File: config.mk
export PLATFORM = sky130hd
export DESIGN_NAME = lsc_handler
export DESIGN_NICKNAME = d
export VERILOG_FILES = /design/src/hw/lsc_pkg.sv /design/src/hw/lsc_handler.sv
export VERILOG_INCLUDE_DIRS = /design/src /design/src/hw
export SDC_FILE = /design/constraint.sdc
export NUM_CORES = 1
export LEC_CHECK = 0
export BUFFER_PORTS_ARGS = -buffer_cell sky130_fd_sc_hd__buf_2
export CAP_MARGIN = 30
export CORE_MARGIN = 2
export CORE_UTILIZATION = 47
export CTS_BUF_LIST = sky130_fd_sc_hd__clkbuf_16
export DETAILED_ROUTE_END_ITERATION = 6
export GPL_TIMING_DRIVEN = 0
export MAX_ROUTING_LAYER = met4
export PLACE_DENSITY = 0.66
export SLEW_MARGIN = 20
export SYNTH_ARGS = -nofsm -noshare
export SYNTH_HDL_FRONTEND = slang
export SYNTH_SLANG_ARGS = --single-unit
File: constraint.sdc
create_clock -name ref_clk -period 4.2 [get_ports ref_clk]
set_input_delay 0.21 -clock ref_clk [delete_from_list [all_inputs] [get_ports ref_clk]]
set_output_delay 0.21 -clock ref_clk [all_outputs]
set_load 0.01 [all_outputs]
File: src/hw/lsc_cfg.svh
// Purpose: framing bytes, codes and lengths of the lifecycle state command handler
// Assumes: byte stream, one clock
// Notes:   definitions only
`ifndef LSC_CFG_SVH
`define LSC_CFG_SVH
`define LSC_SOH            8'h01
`define LSC_ETX            8'h03
`define LSC_SOD            8'h81
`define LSC_CMD_TRANSIT    8'h71
`define LSC_CMD_REQUEST    8'h2C
`define LSC_RES_TRANSIT_NG 8'hF1
`define LSC_RES_REQUEST_NG 8'hAC
`define LSC_RES_NG_FLAG    8'h80
`define LSC_STS_OK         8'h00
`define LSC_LEN_TRANSIT    16'h0003
`define LSC_LEN_REQUEST    16'h0001
`define LSC_LEN_STATUS     8'h0A
`define LSC_LEN_STATE      8'h02
`define LSC_UNUSED_WORD    32'hFFFFFFFF
`define LSC_ST_MFR         8'h04
`define LSC_ST_LOCKED      8'h06
`define LSC_ST_RET_REQ     8'h07
`define LSC_ST_RET_ACK     8'h08
`define LSC_ST_RETURNED    8'h09
`define LSC_IDX_STATUS_SUM 4'hD
`define LSC_IDX_STATUS_END 4'hE
`define LSC_IDX_STATE_SUM  4'h5
`define LSC_IDX_STATE_END  4'h6
`endif

File: src/hw/lsc_pkg.sv
// Purpose: types of the lifecycle state command handler
// Assumes: nothing
// Notes:   phase codes written out
package lsc_pkg;
  typedef enum logic [3:0] {
    lsc_ph_init     = 4'h0,
    lsc_ph_wait_soh = 4'h1,
    lsc_ph_len_h    = 4'h2,
    lsc_ph_len_l    = 4'h3,
    lsc_ph_body     = 4'h4,
    lsc_ph_sum      = 4'h5,
    lsc_ph_etx      = 4'h6,
    lsc_ph_check    = 4'h7,
    lsc_ph_flash    = 4'h8,
    lsc_ph_verify   = 4'h9,
    lsc_ph_reply    = 4'hA,
    lsc_ph_halt     = 4'hB,
    lsc_ph_swreset  = 4'hC
  } lsc_phase_t;
endpackage : lsc_pkg

File: src/hw/lsc_handler.sv
// Purpose: lifecycle state transit / request command interpreter on a byte stream
// Assumes: all inputs on ref_clk; flash and strap inputs stable after reset
// Notes:   two-entry reply buffer; one command in flight at a time
// Notes on behaviour
// - wait for header byte, drop others
// - source 04h/08h, destination 06h/09h codes
// - success reply frame with sum 8Dh
// - failure reply F1h with status, detail, address
// - missing end byte gives packet error
// - sum mismatch gives checksum error
// - bad lengths give packet error
// - any check error: no execution, wait again
// - command not allowed in state: acceptance error
// - encrypted write without reset: acceptance error
// - source differs from state: parameter error
// - only two transitions allowed, else parameter error
// - locked boot disabled: protection error
// - flash failure: flash error with status
// - bad readback: hardware error then silent
// - terminal state reached: reply then silent
// - other success: reply then wait again
// - report only highest priority error
// - state request answered with state byte
// - locked boot at init: software reset only
// - state codes 04h,06h,07h,08h,09h
`timescale 1ns/1ps
`include "lsc_cfg.svh"
module lsc_handler #(
  parameter int unsigned DW           = 8,
  parameter logic [7:0]  STS_PACKET   = 8'hC0,
  parameter logic [7:0]  STS_CHECKSUM = 8'hC1,
  parameter logic [7:0]  STS_ACCEPT   = 8'hC2,
  parameter logic [7:0]  STS_PARAM    = 8'hC3,
  parameter logic [7:0]  STS_PROTECT  = 8'hC4,
  parameter logic [7:0]  STS_FLASH    = 8'hC5,
  parameter logic [7:0]  STS_HW       = 8'hC6
) (
  input  wire logic          ref_clk,
  input  wire logic          reset_n,
  input  wire logic [7:0]    rx_data,
  input  wire logic          rx_valid,
  output logic               rx_ready,
  output logic [DW-1:0]      tx_data,
  output logic               tx_valid,
  input  wire logic          tx_ready,
  input  wire logic [7:0]    stored_state,
  input  wire logic          locked_boot_enable,
  input  wire logic          enc_write_done,
  output logic               flash_req,
  output logic [7:0]         flash_state,
  input  wire logic          flash_done,
  input  wire logic          flash_error,
  input  wire logic [31:0]   flash_status,
  input  wire logic [7:0]    readback_state,
  input  wire logic          readback_prot_ok,
  output logic               sw_reset_req
);
  import lsc_pkg::*;

  lsc_phase_t  phase_q, phase_d;
  logic [15:0] len_q, cnt_q;
  logic [7:0]  cmd_q, src_q, dst_q, sum_q, cur_state_q;
  logic        etx_bad_q, enc_lock_q, halt_after_q, kind_state_q;
  logic [7:0]  res_q, sts_q;
  logic [31:0] detail_q;
  logic [3:0]  rep_idx_q;
  logic [7:0]  rep_sum_q, rep_byte;
  logic [DW-1:0] ent0_q, ent1_q;
  logic        v0_q, v1_q, push, pop;
  logic        rx_ready_q, flash_req_q, sw_reset_q;
  logic        take, fmt_bad, len_bad, known, acc_bad, par_bad, prot_bad, sum_bad, chk_ok, hw_bad;
  logic [3:0]  rep_end;

  assign take         = rx_valid && rx_ready_q;
  assign rx_ready     = rx_ready_q;
  assign tx_data      = ent0_q;
  assign tx_valid     = v0_q;
  assign flash_req    = flash_req_q;
  assign flash_state  = dst_q;
  assign sw_reset_req = sw_reset_q;

  assign sum_bad  = (sum_q != 8'h00);
  assign fmt_bad  = (len_q == 16'h0000);
  assign len_bad  = (cmd_q == `LSC_CMD_TRANSIT && len_q != `LSC_LEN_TRANSIT) ||
                    (cmd_q == `LSC_CMD_REQUEST && len_q != `LSC_LEN_REQUEST);
  assign known    = (cmd_q == `LSC_CMD_TRANSIT) || (cmd_q == `LSC_CMD_REQUEST);
  assign acc_bad  = enc_lock_q || !known ||
                    (cmd_q == `LSC_CMD_TRANSIT && cur_state_q != `LSC_ST_MFR && cur_state_q != `LSC_ST_RET_ACK);
  assign par_bad  = (src_q != cur_state_q) ||
                    !((src_q == `LSC_ST_MFR && dst_q == `LSC_ST_LOCKED) ||
                      (src_q == `LSC_ST_RET_ACK && dst_q == `LSC_ST_RETURNED));
  assign prot_bad = (dst_q == `LSC_ST_LOCKED) && !locked_boot_enable;
  assign chk_ok   = !etx_bad_q && !sum_bad && !fmt_bad && !len_bad && !acc_bad &&
                    (cmd_q == `LSC_CMD_REQUEST || (!par_bad && !prot_bad));
  // readback must be a known code
  assign hw_bad   = !readback_prot_ok ||
                    !(readback_state == `LSC_ST_MFR || readback_state == `LSC_ST_LOCKED ||
                      readback_state == `LSC_ST_RET_REQ || readback_state == `LSC_ST_RET_ACK ||
                      readback_state == `LSC_ST_RETURNED);
  assign rep_end  = kind_state_q ? `LSC_IDX_STATE_END : `LSC_IDX_STATUS_END;

  always_comb begin
    phase_d = phase_q;
    unique case (phase_q)
      // locked boot never reaches command phase
      lsc_ph_init:     phase_d = (stored_state == `LSC_ST_LOCKED) ? lsc_ph_swreset : lsc_ph_wait_soh;
      lsc_ph_wait_soh: if (take && rx_data == `LSC_SOH) begin
        phase_d = lsc_ph_len_h;
      end
      lsc_ph_len_h:    if (take) begin
        phase_d = lsc_ph_len_l;
      end
      lsc_ph_len_l:    if (take) begin
        phase_d = ({len_q[15:8], rx_data} == 16'h0000) ? lsc_ph_sum : lsc_ph_body;
      end
      lsc_ph_body:     if (take && cnt_q == len_q - 16'h0001) begin
        phase_d = lsc_ph_sum;
      end
      lsc_ph_sum:      if (take) begin
        phase_d = lsc_ph_etx;
      end
      lsc_ph_etx:      if (take) begin
        phase_d = lsc_ph_check;
      end
      // any failed check goes straight to the error reply
      lsc_ph_check:    phase_d = (chk_ok && cmd_q == `LSC_CMD_TRANSIT) ? lsc_ph_flash : lsc_ph_reply;
      lsc_ph_flash:    if (flash_done) begin
        phase_d = flash_error ? lsc_ph_reply : lsc_ph_verify;
      end
      lsc_ph_verify:   phase_d = lsc_ph_reply;
      // silent or waiting after the reply
      lsc_ph_reply:    if (push && rep_idx_q == rep_end) begin
        phase_d = halt_after_q ? lsc_ph_halt : lsc_ph_wait_soh;
      end
      lsc_ph_halt:     phase_d = lsc_ph_halt;
      lsc_ph_swreset:  phase_d = lsc_ph_swreset;
      default:         phase_d = lsc_ph_halt;
    endcase
  end

  always_ff @(posedge ref_clk or negedge reset_n) begin
    if (!reset_n) begin
      phase_q    <= lsc_ph_init;
      rx_ready_q <= 1'b0;
      flash_req_q <= 1'b0;
      sw_reset_q <= 1'b0;
    end else begin
      phase_q    <= phase_d;
      rx_ready_q <= (phase_d inside {lsc_ph_wait_soh, lsc_ph_len_h, lsc_ph_len_l, lsc_ph_body,
                                     lsc_ph_sum, lsc_ph_etx});
      flash_req_q <= (phase_d == lsc_ph_flash);
      sw_reset_q <= (phase_d == lsc_ph_swreset);
    end
  end

  // frame capture and running sum
  always_ff @(posedge ref_clk or negedge reset_n) begin
    if (!reset_n) begin
      len_q     <= 16'h0000;
      cnt_q     <= 16'h0000;
      cmd_q     <= 8'h00;
      src_q     <= 8'h00;
      dst_q     <= 8'h00;
      sum_q     <= 8'h00;
      etx_bad_q <= 1'b0;
    end else if (take) begin
      unique case (phase_q)
        lsc_ph_wait_soh: begin
          sum_q <= 8'h00;
          cnt_q <= 16'h0000;
          cmd_q <= 8'h00;
        end
        lsc_ph_len_h: begin
          len_q[15:8] <= rx_data;
          sum_q       <= sum_q + rx_data;
        end
        lsc_ph_len_l: begin
          len_q[7:0] <= rx_data;
          sum_q      <= sum_q + rx_data;
        end
        lsc_ph_body: begin
          if (cnt_q == 16'h0000) begin
            cmd_q <= rx_data;
          end
          if (cnt_q == 16'h0001) begin
            src_q <= rx_data;
          end
          if (cnt_q == 16'h0002) begin
            dst_q <= rx_data;
          end
          cnt_q <= cnt_q + 16'h0001;
          sum_q <= sum_q + rx_data;
        end
        // sum byte closes the total to zero
        lsc_ph_sum: sum_q <= sum_q + rx_data;
        lsc_ph_etx: etx_bad_q <= (rx_data != `LSC_ETX);
        default: begin
        end
      endcase
    end
  end

  always_ff @(posedge ref_clk or negedge reset_n) begin
    if (!reset_n) begin
      enc_lock_q <= 1'b0;
    end else if (enc_write_done) begin
      enc_lock_q <= 1'b1;
    end
  end

  // strap taken in the first clocked cycle after release, not under reset
  always_ff @(posedge ref_clk or negedge reset_n) begin
    if (!reset_n) begin
      cur_state_q <= 8'h00;
    end else if (phase_q == lsc_ph_init) begin
      cur_state_q <= stored_state;
    end else if (phase_q == lsc_ph_verify && !hw_bad) begin
      cur_state_q <= readback_state;
    end
  end

  // reply fields, one outcome per command
  always_ff @(posedge ref_clk or negedge reset_n) begin
    if (!reset_n) begin
      res_q        <= 8'h00;
      sts_q        <= `LSC_STS_OK;
      detail_q     <= `LSC_UNUSED_WORD;
      halt_after_q <= 1'b0;
      kind_state_q <= 1'b0;
    end else if (phase_q == lsc_ph_check) begin
      detail_q     <= `LSC_UNUSED_WORD;
      halt_after_q <= 1'b0;
      kind_state_q <= chk_ok && cmd_q == `LSC_CMD_REQUEST;
      res_q        <= (cmd_q == `LSC_CMD_TRANSIT) ? `LSC_RES_TRANSIT_NG :
                      (cmd_q == `LSC_CMD_REQUEST) ? `LSC_RES_REQUEST_NG : (cmd_q | `LSC_RES_NG_FLAG);
      if (etx_bad_q) begin
        sts_q <= STS_PACKET;
      end else if (sum_bad) begin
        sts_q <= STS_CHECKSUM;
      end else if (fmt_bad || len_bad) begin
        sts_q <= STS_PACKET;
      end else if (acc_bad) begin
        sts_q <= STS_ACCEPT;
      end else if (cmd_q == `LSC_CMD_REQUEST) begin
        res_q <= `LSC_CMD_REQUEST;
        sts_q <= `LSC_STS_OK;
      end else if (par_bad) begin
        sts_q <= STS_PARAM;
      end else if (prot_bad) begin
        sts_q <= STS_PROTECT;
      end else begin
        sts_q <= `LSC_STS_OK;
      end
    end else if (phase_q == lsc_ph_flash && flash_done && flash_error) begin
      // flash status carried in the detail field
      sts_q    <= STS_FLASH;
      detail_q <= flash_status;
    end else if (phase_q == lsc_ph_verify) begin
      if (hw_bad) begin
        sts_q        <= STS_HW;
        halt_after_q <= 1'b1;
      end else begin
        res_q        <= `LSC_CMD_TRANSIT;
        sts_q        <= `LSC_STS_OK;
        halt_after_q <= (readback_state == `LSC_ST_LOCKED) || (readback_state == `LSC_ST_RETURNED);
      end
    end
  end

  always_comb begin
    rep_byte = `LSC_ETX;
    if (kind_state_q) begin
      unique case (rep_idx_q)
        4'h0:    rep_byte = `LSC_SOD;
        4'h1:    rep_byte = 8'h00;
        4'h2:    rep_byte = `LSC_LEN_STATE;
        4'h3:    rep_byte = `LSC_CMD_REQUEST;
        4'h4:    rep_byte = cur_state_q;
        4'h5:    rep_byte = 8'h00 - rep_sum_q;
        default: rep_byte = `LSC_ETX;
      endcase
    end else begin
      unique case (rep_idx_q)
        4'h0:    rep_byte = `LSC_SOD;
        4'h1:    rep_byte = 8'h00;
        4'h2:    rep_byte = `LSC_LEN_STATUS;
        4'h3:    rep_byte = res_q;
        4'h4:    rep_byte = sts_q;
        4'h5:    rep_byte = detail_q[31:24];
        4'h6:    rep_byte = detail_q[23:16];
        4'h7:    rep_byte = detail_q[15:8];
        4'h8:    rep_byte = detail_q[7:0];
        4'h9:    rep_byte = 8'hFF;
        4'hA:    rep_byte = 8'hFF;
        4'hB:    rep_byte = 8'hFF;
        4'hC:    rep_byte = 8'hFF;
        4'hD:    rep_byte = 8'h00 - rep_sum_q;
        default: rep_byte = `LSC_ETX;
      endcase
    end
  end

  // generator stalls on a full buffer, so a slow receiver loses nothing
  assign push = (phase_q == lsc_ph_reply) && !v1_q;
  assign pop  = v0_q && tx_ready;

  always_ff @(posedge ref_clk or negedge reset_n) begin
    if (!reset_n) begin
      rep_idx_q <= 4'h0;
      rep_sum_q <= 8'h00;
    end else if (phase_q != lsc_ph_reply) begin
      rep_idx_q <= 4'h0;
      rep_sum_q <= 8'h00;
    end else if (push) begin
      rep_idx_q <= rep_idx_q + 4'h1;
      if (rep_idx_q != 4'h0) begin
        rep_sum_q <= rep_sum_q + rep_byte;
      end
    end
  end

  always_ff @(posedge ref_clk or negedge reset_n) begin
    if (!reset_n) begin
      ent0_q <= '0;
      ent1_q <= '0;
      v0_q   <= 1'b0;
      v1_q   <= 1'b0;
    end else if (push && pop) begin
      if (v1_q) begin
        ent0_q <= ent1_q;
        ent1_q <= DW'(rep_byte);
      end else begin
        ent0_q <= DW'(rep_byte);
      end
    end else if (push) begin
      if (v0_q) begin
        ent1_q <= DW'(rep_byte);
        v1_q   <= 1'b1;
      end else begin
        ent0_q <= DW'(rep_byte);
        v0_q   <= 1'b1;
      end
    end else if (pop) begin
      ent0_q <= ent1_q;
      v0_q   <= v1_q;
      v1_q   <= 1'b0;
    end
  end

  // checking helpers
  logic [7:0] chk_sum_q;
  always_ff @(posedge ref_clk or negedge reset_n) begin
    if (!reset_n) begin
      chk_sum_q <= 8'h00;
    end else if (push) begin
      chk_sum_q <= (rep_idx_q == 4'h0) ? 8'h00 : chk_sum_q + rep_byte;
    end
  end
endmodule : lsc_handler

==> flow_summary_export.csv <==
group,metric,value,unit
clock_tree,post_cts_buffers,0,
clock_tree,numCtsBuffers,17,
grt,grt.total_usage,25.47,%
floorplan,boundaryPins,85,
timing,rsz0062_at_grt,"false",
routing,m1WireLength,11.13,mm
clock_tree,cts_sinks,157,
power,cellLeakagePower,4.730,nW
yosys,yosys.area.top_type,"dfrtp_1",
critical_path,endpoint_kind,"flip-flop",
yosys,synth_area_per_cell,9.119,um2
timing,fin_crit,3.850,ns
clock_tree,clk_pin_slew,0.07,ns
finish,fin_nets,1215,
routing,drt-total-wl,24.97,mm
yosys,synth_nets,1108,
timing,worst_pin_slew,0.8471,ns
timing,fin_crit_sh,91.66,%
routing,wl_per_cell,17.87,um
grt,overflow,0,
routing,ant_nets,0,
finish,final_area,10710,um2
critical_path,crit_required,4.55,ns
finish,layout-drive-gt1-share,18.99,%
clock_tree,cts_max_level,4,
critical_path,arrival,4.20,ns
critical_path,crit_fanout,10,
floorplan,initial_utilization,47.73,%
critical_path,crit_type,"reg -> reg",
grt,grt_max_degree,98,
routing,drtPass1Iterations,7,
routing,wl_met2,12.14,mm
placement,placed_area,10030,um2
yosys,synthFlopType,"dfrtp_1",
clock_tree,clock_latency,0.44,ns
power,ir_worst_vdd,0.2833,mV
yosys,synth_commonest_cells,"135 x nor2_1, 125 x dfrtp_1, 106 x nand2_1",
routing,vias,7990,
yosys,synth_top_area_share,33.89,%
timing,hold_ws,0.007106,ns
timing,finalMaxSlewViolations,0,
yosys,synth_most_common_cell,"nor2_1",
grt,grt_antenna_before_repair,0,
placement,dp_hpwl,18.03,mm
yosys,yosys-top-cells-area,"dfrtp_1 34%, dfstp_2 9.1%, nor2_1 5.5%",
yosys,yosysSeqAreaShare,43.00,%
grt,grt_pass1_wl,39.73,mm
routing,top_layer,"met4",
clock_tree,cts_tree,"done",
floorplan,coreArea,19330,um2
clock_tree,cts_buffer_depth,2,
yosys,synth-edff-count,0,
grt,grt_pass1_vias,7627,
critical_path,start_kind,"flip-flop",
floorplan,die_x,144.1,um
yosys,synth-seq-cells,157,
routing,initialDrtViolationCount,620,
floorplan,placementRows,51,
yosys,ys_types,75,
timing,relSlewSlack,42.73,%
routing,via_per_inst,5.719,
finish,area_growth,16.00,%
flow_run,drv_cap,0,
yosys,yosys_warnings,0,
floorplan,fp.dieH,144.1,um
finish,antennaDiodeCount,0,
outcome,status,"completed",
placement,port_buffers,83,
yosys,ys_async_sr_fraction,100.0,%
yosys,synth_area,9229,um2
timing,fmax,0.2598,GHz
floorplan,dieArea,20770,um2
routing,drc,0,
placement,place_congestion,0.9319,
timing,finalSetupTns,0,ns
routing,wl_met3,1.025,mm
timing,hold_viol_final,0,
worst_hold_path,hold_class,"in -> reg",
power,powerDensity,547.4,nW/um2
clock_tree,cts_root_buf,"clkbuf_16",
timing,setup-violations-final,0,
timing,skew,0.01359,ns
yosys,syn-instance-count,1012,
-- critical path: stages (launching register included) --
cell      delay [ns]
dfrtp_1         0.44
inv_1           0.09
ha_1            0.26
clkbuf_1        0.30
a222oi_1        0.53
nand2b_1        0.19
a21oi_1         0.07
o31a_1          0.31
ha_1            0.22
a21o_1          0.19
a211oi_1        0.32
o21ai_0         0.25
nand2_1         0.10
nand2_1         0.05
mux2i_1         0.19
mux2i_1         0.23
-- cell families (layout without fill, tap and decap cells) --
logic type	Yosys count	after routing	synth area share, %
compound gates	243	243	16.84
mux	50	50	5.925
fa+ha+maj	31	31	4.366
buf+inv	82	202	3.688
simple gates	394	394	20.88
flops	157	157	43.00
xor+xnor	55	55	5.301
-- per-stage QoR --
step	utilization (%)	power, mW	cells	setup WS [ns]
finish	55.37	5.860	1397	0.3502
global route	55.37	6.203	1397	0.08338
CTS	55.30	5.865	1396	0.2868
detailed placement	51.87	4.129	1362	0.3753
global placement	51.60	4.078	1360	0.4206
floorplan	-	3.549	1012	1.058
-- placed cells by master (no fill, tap or decap), types with 25 or more instances in the layout --
cell and instances:
dfrtp_1 125, a21oi_1 66, clkbuf_1 45, buf_2 85, ha_1 29, nand2_1 106
xor2_1 25, dfstp_2 32, o21ai_0 66, xnor2_1 29, nor2_1 135, mux2_2 37
-- power breakdown --
group	internal [mW]	switching (mW)	leakage (nW)
Clock	1.05	0.663	0.309
Sequential	1.95	0.251	1.94
Combinational	0.788	1.15	2.48
Total	3.79	2.07	4.73
-- final cells by class --
cell class | count | area [um2]
well taps | 265 | 331.6
inverters | 24 | 90.09
clock inverters | 15 | 217.7
flip-flops and latches | 157 | 3969
clock buffers | 17 | 425.4
multi-input cells | 773 | 4937
fillers | 1780 | 8630
plain buffers | 58 | 251.5
repair buffers | 88 | 483.0
-- path summary, 6_finish.rpt --
| check | start | endpoint | slack, ns | depth (start not counted) |
|---|---|---|---|---|
| worst min-delay path | flash_status[9] | detail_q[9] | 0.007 | 3 |
| min in group asynchronous | reset_n | cnt_q[15] | 0.31 | 2 |
| worst max-delay path | rep_idx_q[0] | rep_sum_q[7] | 0.35 | 15 |
| worst max register to register | rep_idx_q[0] | rep_sum_q[7] | 0.35 | 15 |
| worst min register to register | tx_data[5] | tx_data[5] | 0.47 | 2 |
| max in group asynchronous | reset_n | cnt_q[1] | 3.01 | 3 |
-- per-layer routing --
layer	vias to the layer above	track usage, %
li1	3837	-
met1	3891	32.38
met2	215	41.73
met3	47	3.543
met4	0	9.391
met5	-	-
-- flip-flops by register name (all words and copies together) (netlist names) --
name / flops
res_q: 8
src_q: 8
tx_data: 8
flash_req: 1
flash_state: 8
rx_ready: 1
cmd_q: 8
detail_q: 32
etx_bad_q: 1
sum_q: 8
cnt_q: 16
rep_idx_q: 4
cur_state_q: 8
tx_valid: 1
phase_q: 4
ent1_q: 8
v1_q: 1
len_q: 16
halt_after_q: 1
sw_reset_req: 1
sts_q: 4
rep_sum_q: 8
kind_state_q: 1
enc_lock_q: 1
-- repair_timing --
item | 4_1_cts | 5_1_grt
gates resized for setup | 0 | 3
endpoints found under the hold margin | 46 | 0
endpoints found under the setup margin | 0 | 2
hold buffers | 2 | 0
(Power assumes the default switching activity.)
